<file path="config.mk">
export PLATFORM = sky130hd
export DESIGN_NAME = lcs_cell
export DESIGN_NICKNAME = d
export VERILOG_FILES = /design/src/lcs_pkg.sv /design/src/lcs_cell.sv
export SDC_FILE = /design/constraint.sdc
export NUM_CORES = 1
export LEC_CHECK = 0
export BUFFER_PORTS_ARGS = -buffer_cell sky130_fd_sc_hd__buf_2
export CAP_MARGIN = 30
export CORE_UTILIZATION = 30
export DETAILED_ROUTE_END_ITERATION = 16
export PLACE_DENSITY = 0.55
export SYNTH_ARGS = -nofsm -noshare
export SYNTH_HDL_FRONTEND = slang
export SYNTH_SLANG_ARGS = --single-unit
</file>
<file path="constraint.sdc">
create_clock -name clock_i -period 7.4 [get_ports clock_i]
set_clock_uncertainty 0.15 [all_clocks]
set_input_delay 0.74 -clock clock_i [delete_from_list [all_inputs] [get_ports clock_i]]
set_output_delay 0.74 -clock clock_i [all_outputs]
set_load 0.05 [all_outputs]
</file>
<file path="src/lcs_pkg.sv">
package lcs_pkg;

  // ---------------------------------------------------------------
  // Register map
  // ---------------------------------------------------------------
  localparam int unsigned REG_AW    = 8;
  localparam int unsigned REG_DW    = 32;
  localparam logic [7:0]  OFF_CFG   = 8'h00;
  localparam logic [7:0]  OFF_STAT  = 8'h04;

  // ---------------------------------------------------------------
  // Configuration fields (bit positions)
  // ---------------------------------------------------------------
  localparam int unsigned CFG_CLK_INV   = 0;   // 2 bits, one per element
  localparam int unsigned CFG_LATCH     = 2;   // 2 bits
  localparam int unsigned CFG_SRVAL     = 4;   // 2 bits, 1 = set
  localparam int unsigned CFG_CE_USED   = 6;   // 2 bits, 0 = enable unconnected
  localparam int unsigned CFG_SR_USED   = 8;   // 2 bits, 0 = set/reset unconnected
  localparam int unsigned CFG_WCLK_FALL = 10;  // 1 bit
  localparam int unsigned CFG_RAM_MODE  = 11;  // 2 bits
  localparam int unsigned CFG_SRC       = 13;  // 2 bits per element
  localparam int unsigned CFG_HLUT      = 17;  // 8 bits
  localparam int unsigned CFG_W         = 25;
  localparam logic [24:0] CFG_RESET     = 25'h00003c0;

  // ---------------------------------------------------------------
  // Status fields
  // ---------------------------------------------------------------
  localparam int unsigned STAT_Q     = 0;      // 2 bits
  localparam int unsigned STAT_KPREV = 2;
  localparam int unsigned STAT_WR    = 3;
  localparam int unsigned STAT_SPO   = 4;
  localparam int unsigned STAT_W     = 5;

  // ---------------------------------------------------------------
  // Encodings
  // ---------------------------------------------------------------
  localparam logic [1:0] RAM_OFF    = 2'h0;
  localparam logic [1:0] RAM_16     = 2'h1;    // 16x2, or 16x1 using one generator
  localparam logic [1:0] RAM_32     = 2'h2;
  localparam logic [1:0] SRC_DIN_LO = 2'h0;
  localparam logic [1:0] SRC_F      = 2'h1;
  localparam logic [1:0] SRC_G      = 2'h2;
  localparam logic [1:0] SRC_H      = 2'h3;

  typedef enum logic [0:0] {
    LCS_WR_IDLE  = 1'h0,
    LCS_WR_PULSE = 1'h1
  } lcs_wr_t;

endpackage : lcs_pkg

</file>
<file path="src/lcs_cell.sv">
`timescale 1ns/1ps
`default_nettype none

module lcs_cell (
  input  wire logic        clock_i,             // System clock, 100 MHz
  input  wire logic        rst_n_i,             // Synchronous reset, active low
  input  wire logic        ce_i,                // Freezes all state when low
  input  wire logic [7:0]  reg_addr_i,          // Register byte address
  input  wire logic [31:0] reg_wdata_i,         // Register write data
  input  wire logic        reg_we_i,            // Register write strobe
  input  wire logic        reg_re_i,            // Register read strobe
  output logic      [31:0] reg_rdata_o,         // Read data, cycle after strobe
  input  wire logic        cell_clk_i,          // Shared cell clock level
  input  wire logic        store_clk_en_i,      // Shared storage clock enable
  input  wire logic        local_set_reset_i,   // Local set/reset, active high
  input  wire logic        global_init_pulse_i, // Global set/reset, active high
  input  wire logic        din_lo_i,            // Low data pin
  input  wire logic        din_hi_i,            // High data pin
  input  wire logic [3:0]  first_gen_addr_i,    // First generator address
  input  wire logic [3:0]  second_gen_addr_i,   // Second generator address
  input  wire logic        ram_we_i,            // RAM write enable
  output logic      [1:0]  q_o,                 // Storage element outputs
  output logic             f_out_o,             // First generator RAM out
  output logic             g_out_o,             // Second generator RAM out
  output logic             h_out_o,             // Third generator out
  output logic             port_read_out_o      // Single-port RAM data out
);

  // ---------------------------------------------------------------
  // Register file
  // ---------------------------------------------------------------
  logic [lcs_pkg::CFG_W-1:0]  cfg;
  logic [lcs_pkg::CFG_W-1:0]  next_cfg;
  logic [31:0]                next_rdata;
  logic [lcs_pkg::STAT_W-1:0] status;
  logic                       k_prev;
  logic                       next_k_prev;
  lcs_pkg::lcs_wr_t           wr_state;
  lcs_pkg::lcs_wr_t           next_wr_state;

  assign status = {port_read_out_o, wr_state, k_prev, q_o};

  always_comb begin
    next_cfg   = cfg;
    next_rdata = 32'h0;
    if (reg_we_i && reg_addr_i == lcs_pkg::OFF_CFG) begin
      next_cfg = reg_wdata_i[lcs_pkg::CFG_W-1:0];
    end
    if (reg_re_i) begin
      case (reg_addr_i)
        lcs_pkg::OFF_CFG:  next_rdata = {{(32-lcs_pkg::CFG_W){1'b0}}, cfg};
        lcs_pkg::OFF_STAT: next_rdata = {{(32-lcs_pkg::STAT_W){1'b0}}, status};
        default:           next_rdata = 32'h0;
      endcase
    end
  end

  always_ff @(posedge clock_i) begin
    if (!rst_n_i) begin
      cfg         <= lcs_pkg::CFG_RESET;
      reg_rdata_o <= 32'h0;
    end else if (ce_i) begin
      cfg         <= next_cfg;
      reg_rdata_o <= next_rdata;
    end
  end

  // ---------------------------------------------------------------
  // Cell clock edge tracking
  // ---------------------------------------------------------------
  logic [1:0] ram_mode;
  logic       mode32;
  logic       ram_on;
  logic       wclk_edge;

  assign next_k_prev = cell_clk_i;
  assign ram_mode    = cfg[lcs_pkg::CFG_RAM_MODE +: 2];
  assign mode32      = (ram_mode == lcs_pkg::RAM_32);
  assign ram_on      = mode32 || (ram_mode == lcs_pkg::RAM_16);
  assign wclk_edge   = cfg[lcs_pkg::CFG_WCLK_FALL] ? (k_prev && !cell_clk_i)
                                                   : (!k_prev && cell_clk_i);

  // ---------------------------------------------------------------
  // RAM write capture and internal pulse
  // ---------------------------------------------------------------
  logic [3:0] wr_addr [2];
  logic [3:0] next_wr_addr [2];
  logic [1:0] wr_data;
  logic [1:0] next_wr_data;
  logic [1:0] wr_en;
  logic [1:0] next_wr_en;
  logic       capture;

  assign capture = wclk_edge && ram_on && ram_we_i;

  always_comb begin
    next_wr_state   = lcs_pkg::LCS_WR_IDLE;
    next_wr_addr[0] = wr_addr[0];
    next_wr_addr[1] = wr_addr[1];
    next_wr_data    = wr_data;
    next_wr_en      = wr_en;
    case (wr_state)
      lcs_pkg::LCS_WR_IDLE:  next_wr_state = lcs_pkg::LCS_WR_IDLE;
      lcs_pkg::LCS_WR_PULSE: next_wr_state = lcs_pkg::LCS_WR_IDLE;
      default:               next_wr_state = lcs_pkg::LCS_WR_IDLE;
    endcase
    if (capture) begin
      next_wr_state = lcs_pkg::LCS_WR_PULSE;
      if (mode32) begin
        // shared low address, high pin picks generator
        next_wr_addr[0] = first_gen_addr_i;
        next_wr_addr[1] = first_gen_addr_i;
        next_wr_data    = {din_lo_i, din_lo_i};
        next_wr_en      = {din_hi_i, !din_hi_i};
      end else begin
        // each generator own address and data pin
        next_wr_addr[0] = first_gen_addr_i;
        next_wr_addr[1] = second_gen_addr_i;
        next_wr_data    = {din_hi_i, din_lo_i};
        next_wr_en      = 2'h3;
      end
    end
  end

  always_ff @(posedge clock_i) begin
    if (!rst_n_i) begin
      k_prev     <= 1'h0;
      wr_state   <= lcs_pkg::LCS_WR_IDLE;
      wr_addr[0] <= 4'h0;
      wr_addr[1] <= 4'h0;
      wr_data    <= 2'h0;
      wr_en      <= 2'h0;
    end else if (ce_i) begin
      k_prev     <= next_k_prev;
      wr_state   <= next_wr_state;
      wr_addr    <= next_wr_addr;
      wr_data    <= next_wr_data;
      wr_en      <= next_wr_en;
    end
  end

  // ---------------------------------------------------------------
  // Generator RAMs (16 bits each)
  // ---------------------------------------------------------------
  logic [1:0] ram_out;
  logic [3:0] rd_addr [2];

  assign rd_addr[0] = first_gen_addr_i;
  assign rd_addr[1] = mode32 ? first_gen_addr_i : second_gen_addr_i;

  // one write pulse serves both generators
  for (genvar g = 0; g < 2; g++) begin : gen_ram
    logic [15:0] bits;
    logic [15:0] next_bits;
    logic        rd_wr;

    assign rd_wr = bits[wr_addr[g]];

    always_comb begin
      next_bits = bits;
      if (wr_state == lcs_pkg::LCS_WR_PULSE && wr_en[g]) begin
        next_bits[wr_addr[g]] = wr_data[g];
      end
    end

    // Contents survive reset, as a real distributed RAM would
    always_ff @(posedge clock_i) begin
      if (ce_i) begin
        bits <= next_bits;
      end
    end

    assign ram_out[g] = bits[rd_addr[g]];
  end

  assign f_out_o         = ram_out[0];
  assign g_out_o         = ram_out[1];
  assign port_read_out_o = mode32 ? (din_hi_i ? ram_out[1] : ram_out[0]) : ram_out[0];
  // third generator of both outputs and high pin
  assign h_out_o         = cfg[lcs_pkg::CFG_HLUT + {29'h0, din_hi_i, ram_out[1], ram_out[0]}];

  // ---------------------------------------------------------------
  // Storage elements
  // ---------------------------------------------------------------
  logic [1:0] next_q;
  logic [1:0] force_q;
  logic [1:0] en_q;
  logic [1:0] edge_q;
  logic [1:0] keff_q;
  logic [1:0] d_q;

  for (genvar n = 0; n < 2; n++) begin : gen_store
    logic [1:0] src;
    logic       kprev_eff;

    assign src       = cfg[lcs_pkg::CFG_SRC + 2*n +: 2];
    assign keff_q[n] = cell_clk_i ^ cfg[lcs_pkg::CFG_CLK_INV + n];
    assign kprev_eff = k_prev ^ cfg[lcs_pkg::CFG_CLK_INV + n];
    assign edge_q[n] = keff_q[n] && !kprev_eff;
    // enable used in true sense only
    assign en_q[n]   = store_clk_en_i || !cfg[lcs_pkg::CFG_CE_USED + n];
    assign force_q[n] = global_init_pulse_i
                        || (local_set_reset_i && cfg[lcs_pkg::CFG_SR_USED + n]);

    always_comb begin
      case (src)
        lcs_pkg::SRC_DIN_LO: d_q[n] = din_lo_i;
        lcs_pkg::SRC_F:      d_q[n] = ram_out[0];
        lcs_pkg::SRC_G:      d_q[n] = ram_out[1];
        lcs_pkg::SRC_H:      d_q[n] = h_out_o;
        default:             d_q[n] = din_lo_i;
      endcase
    end

    always_comb begin
      next_q[n] = q_o[n];
      if (force_q[n]) begin
        next_q[n] = cfg[lcs_pkg::CFG_SRVAL + n];
      end else if (cfg[lcs_pkg::CFG_LATCH + n]) begin
        if (!keff_q[n] && en_q[n]) begin
          next_q[n] = d_q[n];
        end
      end else if (edge_q[n] && en_q[n]) begin
        next_q[n] = d_q[n];
      end
    end
  end

  always_ff @(posedge clock_i) begin
    if (!rst_n_i) begin
      // power-up takes the default reset value
      q_o <= 2'h0;
    end else if (ce_i) begin
      q_o <= next_q;
    end
  end
endmodule : lcs_cell

`default_nettype wire

</file>
# Yosys cells after proc, flatten, opt, wreduce, memory -nomap -nowiden
# Cells that the tools add are included.
[totals] reg_bits=105 inputBits=60 output_inout_bits=38 word_cells=109
[op_classes] addsub=1 n_lt_le_gt_ge=7 n_eq_ne=11 n_mux=32 bitwise_logic=4 n_reduce_logical=42
[ops] cell="25-bit case mux with 2 select lines" count=1
[ops] cell="16-bit bitwise mux" count=2
[ops] cell="32-bit two-way mux" count=1
[ops] cell="4-bit by 5-bit < comparator with 1-bit output, second input constant" count=4
[ops] cell="1-bit logical AND" count=17
[ops] cell="1-bit two-way mux" count=17
[ops] cell="2-bit == test, second input constant" count=5
[ops] cell="1-bit zero test" count=9
[ops] cell="1-bit binary-select mux with 4-bit select" count=2
[ops] cell="1-bit demux with 4-bit select" count=2
[ops] cell="8-bit by 3-bit == test with 1-bit output, second input constant" count=1
[ops] cell="4-bit by 1-bit greater-or-equal comparator with 1-bit output, second input constant" count=2
[ops] cell="8-bit zero test" count=1
[ops] cell="4-bit two-way mux" count=2
[ops] cell="1-bit case mux with 4 select lines" count=2
[ops] cell="2-bit AND reduction" count=4
[ops] cell="5-bit by 3-bit adder with 6-bit output, first input constant" count=1
[ops] cell="2-bit by 1-bit == test with 1-bit output, second input constant" count=3
[ops] cell="6-bit < comparator, second input constant" count=1
[ops] cell="3-bit by 1-bit != test with 1-bit output, second input constant" count=2
[ops] cell="3-bit AND reduction" count=2
[ops] cell="3-bit nonzero test" count=2
[ops] cell="1-bit binary-select mux with 5-bit select" count=1
[ops] cell="1-bit logical OR" count=5
[ops] cell="3 further kinds" count=8

# Longest topological paths before layout
# Gate-level depths: netlist of run 1.
[logic_depth] word_depth=11 ltp_mapped=13 ltp_nobuf=12

# Worst setup path after synthesis of run 1
# No wires, ideal clock.
[synth_path] kind="in2out" startpoint="in first_gen_addr_i[0]" endpoint="out h_out_o" arrival_ns=3.775 required_time_ns=6.510 slack_ns=2.735 cell_stages=7 n_path_buf=1 cell_sequence="buf_2 -> mux4_2 -> mux4_2 -> ha_1 -> mux4_2 -> a22oi_1 -> a21oi_1"
[synth_via] word_cells_on_any_way=8 cone_classes="add/sub: 1; mux: 7"
[synth_lines] element="start: declaration" line_no="lcs_cell.sv:19" text="input wire logic [3:0] first_gen_addr_i,"
[synth_lines] element="1-bit binary-select mux with 4-bit select" line_no="lcs_cell.sv:173" text="assign ram_out[g] = bits[rd_addr[g]];"
[synth_lines] element="1-bit two-way mux (not written as such)" line_no="lcs_cell.sv:173"
[synth_lines] element="named net f_out_o" line_no="lcs_cell.sv:23" text="output logic f_out_o,"
[synth_lines] element="5-bit by 3-bit adder with 6-bit output" line_no="lcs_cell.sv:180" text="assign h_out_o = cfg[lcs_pkg::CFG_HLUT + {29'h0, din_hi_i, ram_out[1], ram_out[0]}];"
[synth_lines] element="1-bit binary-select mux with 5-bit select" line_no="lcs_cell.sv:180"
[synth_lines] element="1-bit two-way mux (not written as such)" line_no="lcs_cell.sv:180"
[synth_lines] element="end: declaration" line_no="lcs_cell.sv:25" text="output logic h_out_o,"
# The timed path passes the listed nets, and every way through them passes these cells. The select of a mux whose other input is x is not followed.

# Final worst setup path of run 1
[layout_path] startpoint="reg cfg[12] (netlist bit)" endpoint="out h_out_o"
[layout_via] elab_chain_len=7
[layout_lines] element="start: declaration" line_no="lcs_cell.sv:32" text="logic [lcs_pkg::CFG_W-1:0] cfg;"
[layout_lines] element="start signal: assignment" line_no="lcs_cell.sv:60" text="cfg <= lcs_pkg::CFG_RESET;"
[layout_lines] element="start signal: assignment" line_no="lcs_cell.sv:63" text="cfg <= next_cfg;"
[layout_lines] element="2-bit == test" line_no="lcs_cell.sv:78" text="assign mode32 = (ram_mode == lcs_pkg::RAM_32);"
[layout_lines] element="4-bit two-way mux" line_no="lcs_cell.sv:149" text="assign rd_addr[1] = mode32 ? first_gen_addr_i : second_gen_addr_i;"
[layout_lines] element="1-bit binary-select mux with 4-bit select" line_no="lcs_cell.sv:173"
[layout_lines] element="1-bit two-way mux (not written as such)" line_no="lcs_cell.sv:173"
[layout_lines] element="5-bit by 3-bit adder with 6-bit output" line_no="lcs_cell.sv:180"
[layout_lines] element="1-bit binary-select mux with 5-bit select *" line_no="lcs_cell.sv:180"
[layout_lines] element="1-bit two-way mux (not written as such) *" line_no="lcs_cell.sv:180"
# Every way passes the cells marked *; elsewhere a longest branch is shown, timed or not. The select of a mux whose other input is x is not followed.

==> metrics.csv, run 1 <==
stage,metric,value,unit
outcome,outcome,finished clean,
floorplan,row cnt,43,
yosys,Synth cell types,43,
global_routing,largest net degree at the start of global routing,39,
cts,CTS tree,done,
yosys,largest area contributor in the netlist,dfxtp_1,
global_routing,initial antenna violation count,0,
power,Max VDD drop,81.2,uV
final_layout,"commonest non-fill, non-tap cell in the layout",buf_2,
timing,Final Hold Fails,0,
timing,Slew Limit Fails,0,
worst_setup_path,crit path capture type,primary output,
timing,Tmin final,5260,ps
route,DRT iter0 DRCs,196,
worst_setup_path,worst path bufs/invs,1,
final_layout,synth-to-layout area growth,20.1,%
worst_setup_path,WP data arrival,4370,ps
global_routing,vias in the first global route,3305,
floorplan,die height,123,um
final_layout,nets@finish,597,
route,remaining antenna violation count,0,
place,DP Cell Count,703,
floorplan,initial core utilization,0.311,
route,Routed WL,10.9,mm
worst_setup_path,CP Launch Type,flop,
worst_setup_path,CP Class,reg -> out,
yosys,asr flop ratio synth,0,
global_routing,Tot GR Track Use,0.153,
yosys,Synth Warn #,0,
global_routing,first-pass GRT wire length,17.4,mm
route,drt wl/cell,15.1,um
cts,clock buffer count from CTS,9,
cts,hold-fix buffer count after cts,0,
floorplan,Ports,98,
cts,Resize count post-CTS,0,
cts,CTS Buffer Depth,2,
timing,RSZ-0062 raised after global routing,false,
cts,Clock Sinks,98,
yosys,dominant synthesized flop cell,dfxtp_1,
final_layout,final core utilization,0.374,
power,Power Density,207,nW/um^2
worst_setup_path,"CP delay by family, top",multiplexers,
place,GP Congestion,0.780,
yosys,"top cells by area, synth","dfxtp_1 (30%), edfxtp_1 (22%), nor2_1 (6.4%)",
yosys,register area share after synthesis,0.520,
cts,Clock Latency Late Sink,350,ps
route,DRC,0,
route,DR vias/cell,4.88,
yosys,post-synthesis area per instance,9.58,sq um
cts,Post-CTS Setup Inserts,0,
yosys,post-synthesis instance total,458,
final_layout,most frequent cells in the layout,"buf_2 (83), nor2_1 (75), nand2_1 (69), dfxtp_1 (66), a21oi_1 (52)",
global_routing,GR Overflow Total,0,
yosys,number of synthesized flops with an enable pin,32,
route,vias post-DR,3513,
worst_hold_path,Hold WC Path Type,reg -> reg,
worst_setup_path,worst-path maximum fanout,10,
yosys,top cell type's share of synthesized area,0.301,
cts,H-tree levels,3,
yosys,Seq cells post-synth,98,
timing,Worst slew margin,0.563,
cts,CTS Root Cell,clkbuf_16,
timing,Min Hold Slack,323,ps
timing,period utilization,0.711,
timing,final setup vio count,0,
route,Initial DRT Pass Iterations,4,
worst_setup_path,crit path max-delay cell type,mux4_1,
floorplan,Die Span X,123,um
worst_setup_path,CP Cell Sequence,ha_1 > mux2i_1 > mux4_1 > mux2i_1 > o21ai_2 > ha_1 > mux4_2 > a22oi_1 > a21oi_1 > buf_2,
final_layout,"Cell Count, Final, Fillers Out",720,
cts,clk slew on worst S/H paths,70,ps
timing,Fmax,190,MHz
yosys,synthesized area,4390,sq um
final_layout,layout cell share with drive strength beyond 1,0.226,
place,dpl hpwl,7.72,mm
timing,Final TNS setup,0,ps
floorplan,area of the core,14100,sq um
floorplan,die area,15100,sq um
timing,slew at the pin closest to its max-slew limit,652,ps
job,max_cap viols,0,
worst_setup_path,Critical Path RT,6510,ps
power,Pleak,1.92,nW
worst_setup_path,delay of the slowest critical-path stage,620,ps
place,Port-buffer cells,83,
final_layout,number of diodes,0,
## kinds of logic after synthesis
| group | share of synthesized area |
|---|---|
| compound gates | 0.102 |
| xor+xnor | 0.00200 |
| fa+ha+maj | 0.00570 |
| buf+inv | 0.0396 |
| flops | 0.520 |
| mux | 0.117 |
| other cells | 0.000855 |
| simple gates | 0.212 |
## routing by layer
metal  vias to the layer above  global-route usage  part of all wire
li1                       1735                   -                 -
met1                      1687               0.207              0.48
met2                        81               0.233              0.45
met3                        10              0.0364             0.050
met4                         0              0.0663             0.015
met5                         -                   0                 0
## per-stage QoR
step                      worst slack [ps]  total power, mW  instance area [sq um]
after detailed placement              2470            0.630                   4950
final                                 2140             1.09                   5270
after global placement                2570            0.628                   4940
after floorplan                       2740            0.606                   4410
after global routing                  1890             1.13                   5270
after CTS                             2090             1.11                   5250
## sequential cells by signal, summed over array words and instances (netlist names)
register and cells:
reg_rdata_o 25, gen_ram.bits 32, wr_data 2, wr_addr 8, cfg 25, wr_en 2, q_o 2, wr_state 1
k_prev 1
## worst paths after layout
path                            depth (start not counted)  slack, ps      end  startpoint
worst min register to register                          2        320  cfg[18]     cfg[18]
worst max-delay path                                   10       2140  h_out_o     cfg[12]
worst max register to register                          9       3270   q_o[1]     cfg[12]
worst min-delay path                                    2        320  cfg[18]     cfg[18]
## report_power, final
group | internal, mW | total, mW | leakage, nW | switching [mW]
combinational | 0.0224 | 0.0640 | 1.01 | 0.0416
clock | 0.265 | 0.477 | 0.144 | 0.212
sequential | 0.552 | 0.553 | 0.765 | 0.00102
## worst register-to-register path: cells and delay by family, from the launching register on
family,cells,cell delay [ps]
compound gates,3,640
mux,4,1890
flops,1,360
fa+ha+maj,2,950
## cell type report
type / instances / area, sq um
Fill cell: 1451 / 8830
Inverter: 8 / 30.0
Multi-Input combinational cell: 329 / 1950
Tap cell: 180 / 225
Clock buffer: 9 / 225
Timing Repair Buffer: 89 / 475
Sequential cell: 98 / 2280
Clock inverter: 7 / 76.3
## cell usage after synthesis (all sizes together), types with 3 or more instances
library cell,count
edfxtp,32
buf,10
mux2,6
a211oi,3
nor2b,22
dfxtp,66
nand3b,4
or3,4
mux4,11
nand2,69
nor2,75
nand2b,5
o21ai,8
clkbuf,19
a21oi,52
nor3,11
inv,7
nand3,12
mux2i,18
Power figures use the tool's default switching activity.
==> run 2: changes to the inputs <==
clock period = 4.9 ns   (was 7.4 ns; I/O delays follow)
==> run 2 against run 1 <==
Compared with the run above: core utilization decreased by 0.098 points; setup slack got worse by 1800 ps; wire length about the same; combinational power increased by 51%; via count decreased by 0.65%; cell area decreased by 0.26%; worst hold slack got worse by 110 ps; non-clock buffer count increased by 1; global-route usage decreased by 0.32 points; count of clock-buffer cells in the layout increased by 2; register-to-register slack got worse by 2000 ps; highest routed layer unchanged.
==> metrics.csv, run 2 (synthesis gave the netlist of run 1 again) <==
stage,metric,value,unit,change
route,vias post-DR,3490,,was 3513
cts,CTS Root Cell,clkbuf_16,,unchanged
route,Initial DRT Pass Iterations,4,,unchanged
global_routing,initial antenna violation count,0,,unchanged
final_layout,Biggest register,gen_ram.bits,,unchanged
power,Pleak,1.92,nW,about the same
global_routing,GR Overflow Total,0,,unchanged
timing,period utilization,0.934,,
power,Max VDD drop,158,uV,was 81.2 uV
worst_setup_path,Setup crit start,cfg[11],,was cfg[12]
cts,hold-fix buffer count after cts,0,,unchanged
place,GP Congestion,0.806,,was 0.780
final_layout,number of diodes,0,,unchanged
cts,CTS Buffer Depth,2,,unchanged
floorplan,area of the core,14100,sq um,unchanged
cts,Clock Sinks,98,,unchanged
worst_setup_path,CP Launch Type,flop,,unchanged
timing,Worst slew margin,0.351,,was 0.563
route,Routed WL,10.9,mm,about the same
final_layout,# fillers,1446,,was 1451
final_layout,synth-to-layout area growth,19.8,%,was 20.1%
worst_setup_path,CP Class,reg -> out,,unchanged
final_layout,registers with the most flip-flops,"gen_ram.bits (32), cfg (25), reg_rdata_o (25)",,unchanged
cts,H-tree levels,3,,unchanged
place,dpl hpwl,7.85,mm,was 7.72 mm
floorplan,die area,15100,sq um,unchanged
floorplan,row cnt,43,,unchanged
place,Port-buffer cells,83,,unchanged
final_layout,"Cell Count, Final, Fillers Out",721,,was 720
timing,Final TNS setup,0,ps,unchanged
cts,Post-CTS Setup Inserts,0,,unchanged
worst_setup_path,WP data arrival,3940,ps,was 4370 ps
global_routing,first-pass GRT wire length,17.1,mm,was 17.4 mm
cts,clk slew on worst S/H paths,70,ps,about the same
route,drt wl/cell,15.1,um,about the same
timing,final setup vio count,0,,unchanged
job,max_cap viols,0,,unchanged
worst_setup_path,Critical Path RT,4260,ps,was 6510 ps
final_layout,most frequent cells in the layout,"buf_2 (83), nor2_1 (75), nand2_1 (69), dfxtp_1 (66), a21oi_1 (52)",,unchanged
worst_setup_path,crit path capture type,primary output,,unchanged
route,DRT iter0 DRCs,258,,was 196
outcome,outcome,finished clean,,unchanged
final_layout,"commonest non-fill, non-tap cell in the layout",buf_2,,unchanged
final_layout,nets@finish,598,,was 597
worst_setup_path,worst-path maximum fanout,7,,was 10
worst_hold_path,hold_sp,reg_wdata_i[8],,was cfg[18]
cts,Clock Latency Late Sink,340,ps,was 350 ps
floorplan,Die Span X,123,um,unchanged
cts,CTS tree,done,,unchanged
timing,Slew Limit Fails,0,,unchanged
cts,clock buffer count from CTS,9,,unchanged
route,DR vias/cell,4.84,,was 4.88
floorplan,die height,123,um,unchanged
cts,Resize count post-CTS,0,,unchanged
final_layout,layout cell share with drive strength beyond 1,0.226,,about the same
global_routing,Tot GR Track Use,0.150,,was 0.153
route,DRC,0,,unchanged
worst_hold_path,Hold WC Path Type,in -> reg,,was reg -> reg
timing,Fmax,219,MHz,
timing,Tmin final,4580,ps,
timing,RSZ-0062 raised after global routing,false,,unchanged
floorplan,Ports,98,,unchanged
global_routing,vias in the first global route,3293,,was 3305
route,remaining antenna violation count,0,,unchanged
worst_setup_path,R2R Path Start,cfg[11],,was cfg[12]
timing,slew at the pin closest to its max-slew limit,974,ps,was 652 ps
power,Power Density,310,nW/um^2,was 207 nW/um^2
place,DP Cell Count,705,,was 703
floorplan,initial core utilization,0.311,,unchanged
timing,Final Hold Fails,0,,unchanged
final_layout,max reg flops,32,,unchanged
global_routing,largest net degree at the start of global routing,48,,was 39
run 2: area by class of cell:
type	count	area, sq um	share of cell area
flip-flops and latches	98	2280	0.434
multi-input cells	329	1950	0.372
repair buffers	90	475	0.0905
clock buffers	11	234	0.0445
well taps	180	225	0.0429
clock inverters	5	53.8	0.0102
inverters	8	30.0	0.00571
run 2: path summary, 6_finish.rpt:
| path | slack (ps) | endpoint | cells past startpoint |
|---|---|---|---|
| max reg2reg | 1250 | q_o[1] | 11 |
| max | 320 | h_out_o | 12 |
| min reg2reg | 330 | cfg[11] | 2 |
| min | 210 | cfg[8] | 3 |
run 2: stage by stage:
stage | area [sq um] | utilization | hold slack (ps) | power, mW | setup slack, ps
2_1_floorplan | 4410 | - | 294 | 0.915 | 579
3_3_place_gp | 4950 | 0.351 | 312 | 0.950 | 719
3_5_place_dp | 4970 | 0.352 | 318 | 0.951 | 655
4_1_cts | 5260 | 0.373 | 203 | 1.64 | 277
5_1_grt | 5260 | 0.373 | 214 | 1.68 | 189
6_report | 5260 | 0.373 | 214 | 1.63 | 324
run 2: per-layer routing:
metal  routed length [um]  up-vias  share of wire  global-route usage
li1                     -     1738              -                   -
met1                 5190     1650           0.48               0.208
met2                 4970       93           0.46               0.231
met3                  554        9          0.051              0.0244
met4                  142        0          0.013              0.0648
met5                    0        -              0                   0
run 2: power breakdown:
group	switching, mW	internal (mW)	total [mW]
combinational	0.0627	0.0343	0.0969
clock	0.299	0.397	0.696
sequential	0.00153	0.833	0.835
run 2: worst max-delay path, stage by stage (launching register included):
cell     delay [ps]
dfxtp_1         320
inv_1            60
ha_1            350
mux2i_1         230
buf_4           160
mux4_1          540
mux2i_1         170
o21ai_2         150
ha_1            400
mux4_2          520
a22oi_1         300
a21oi_1         150
buf_2           230
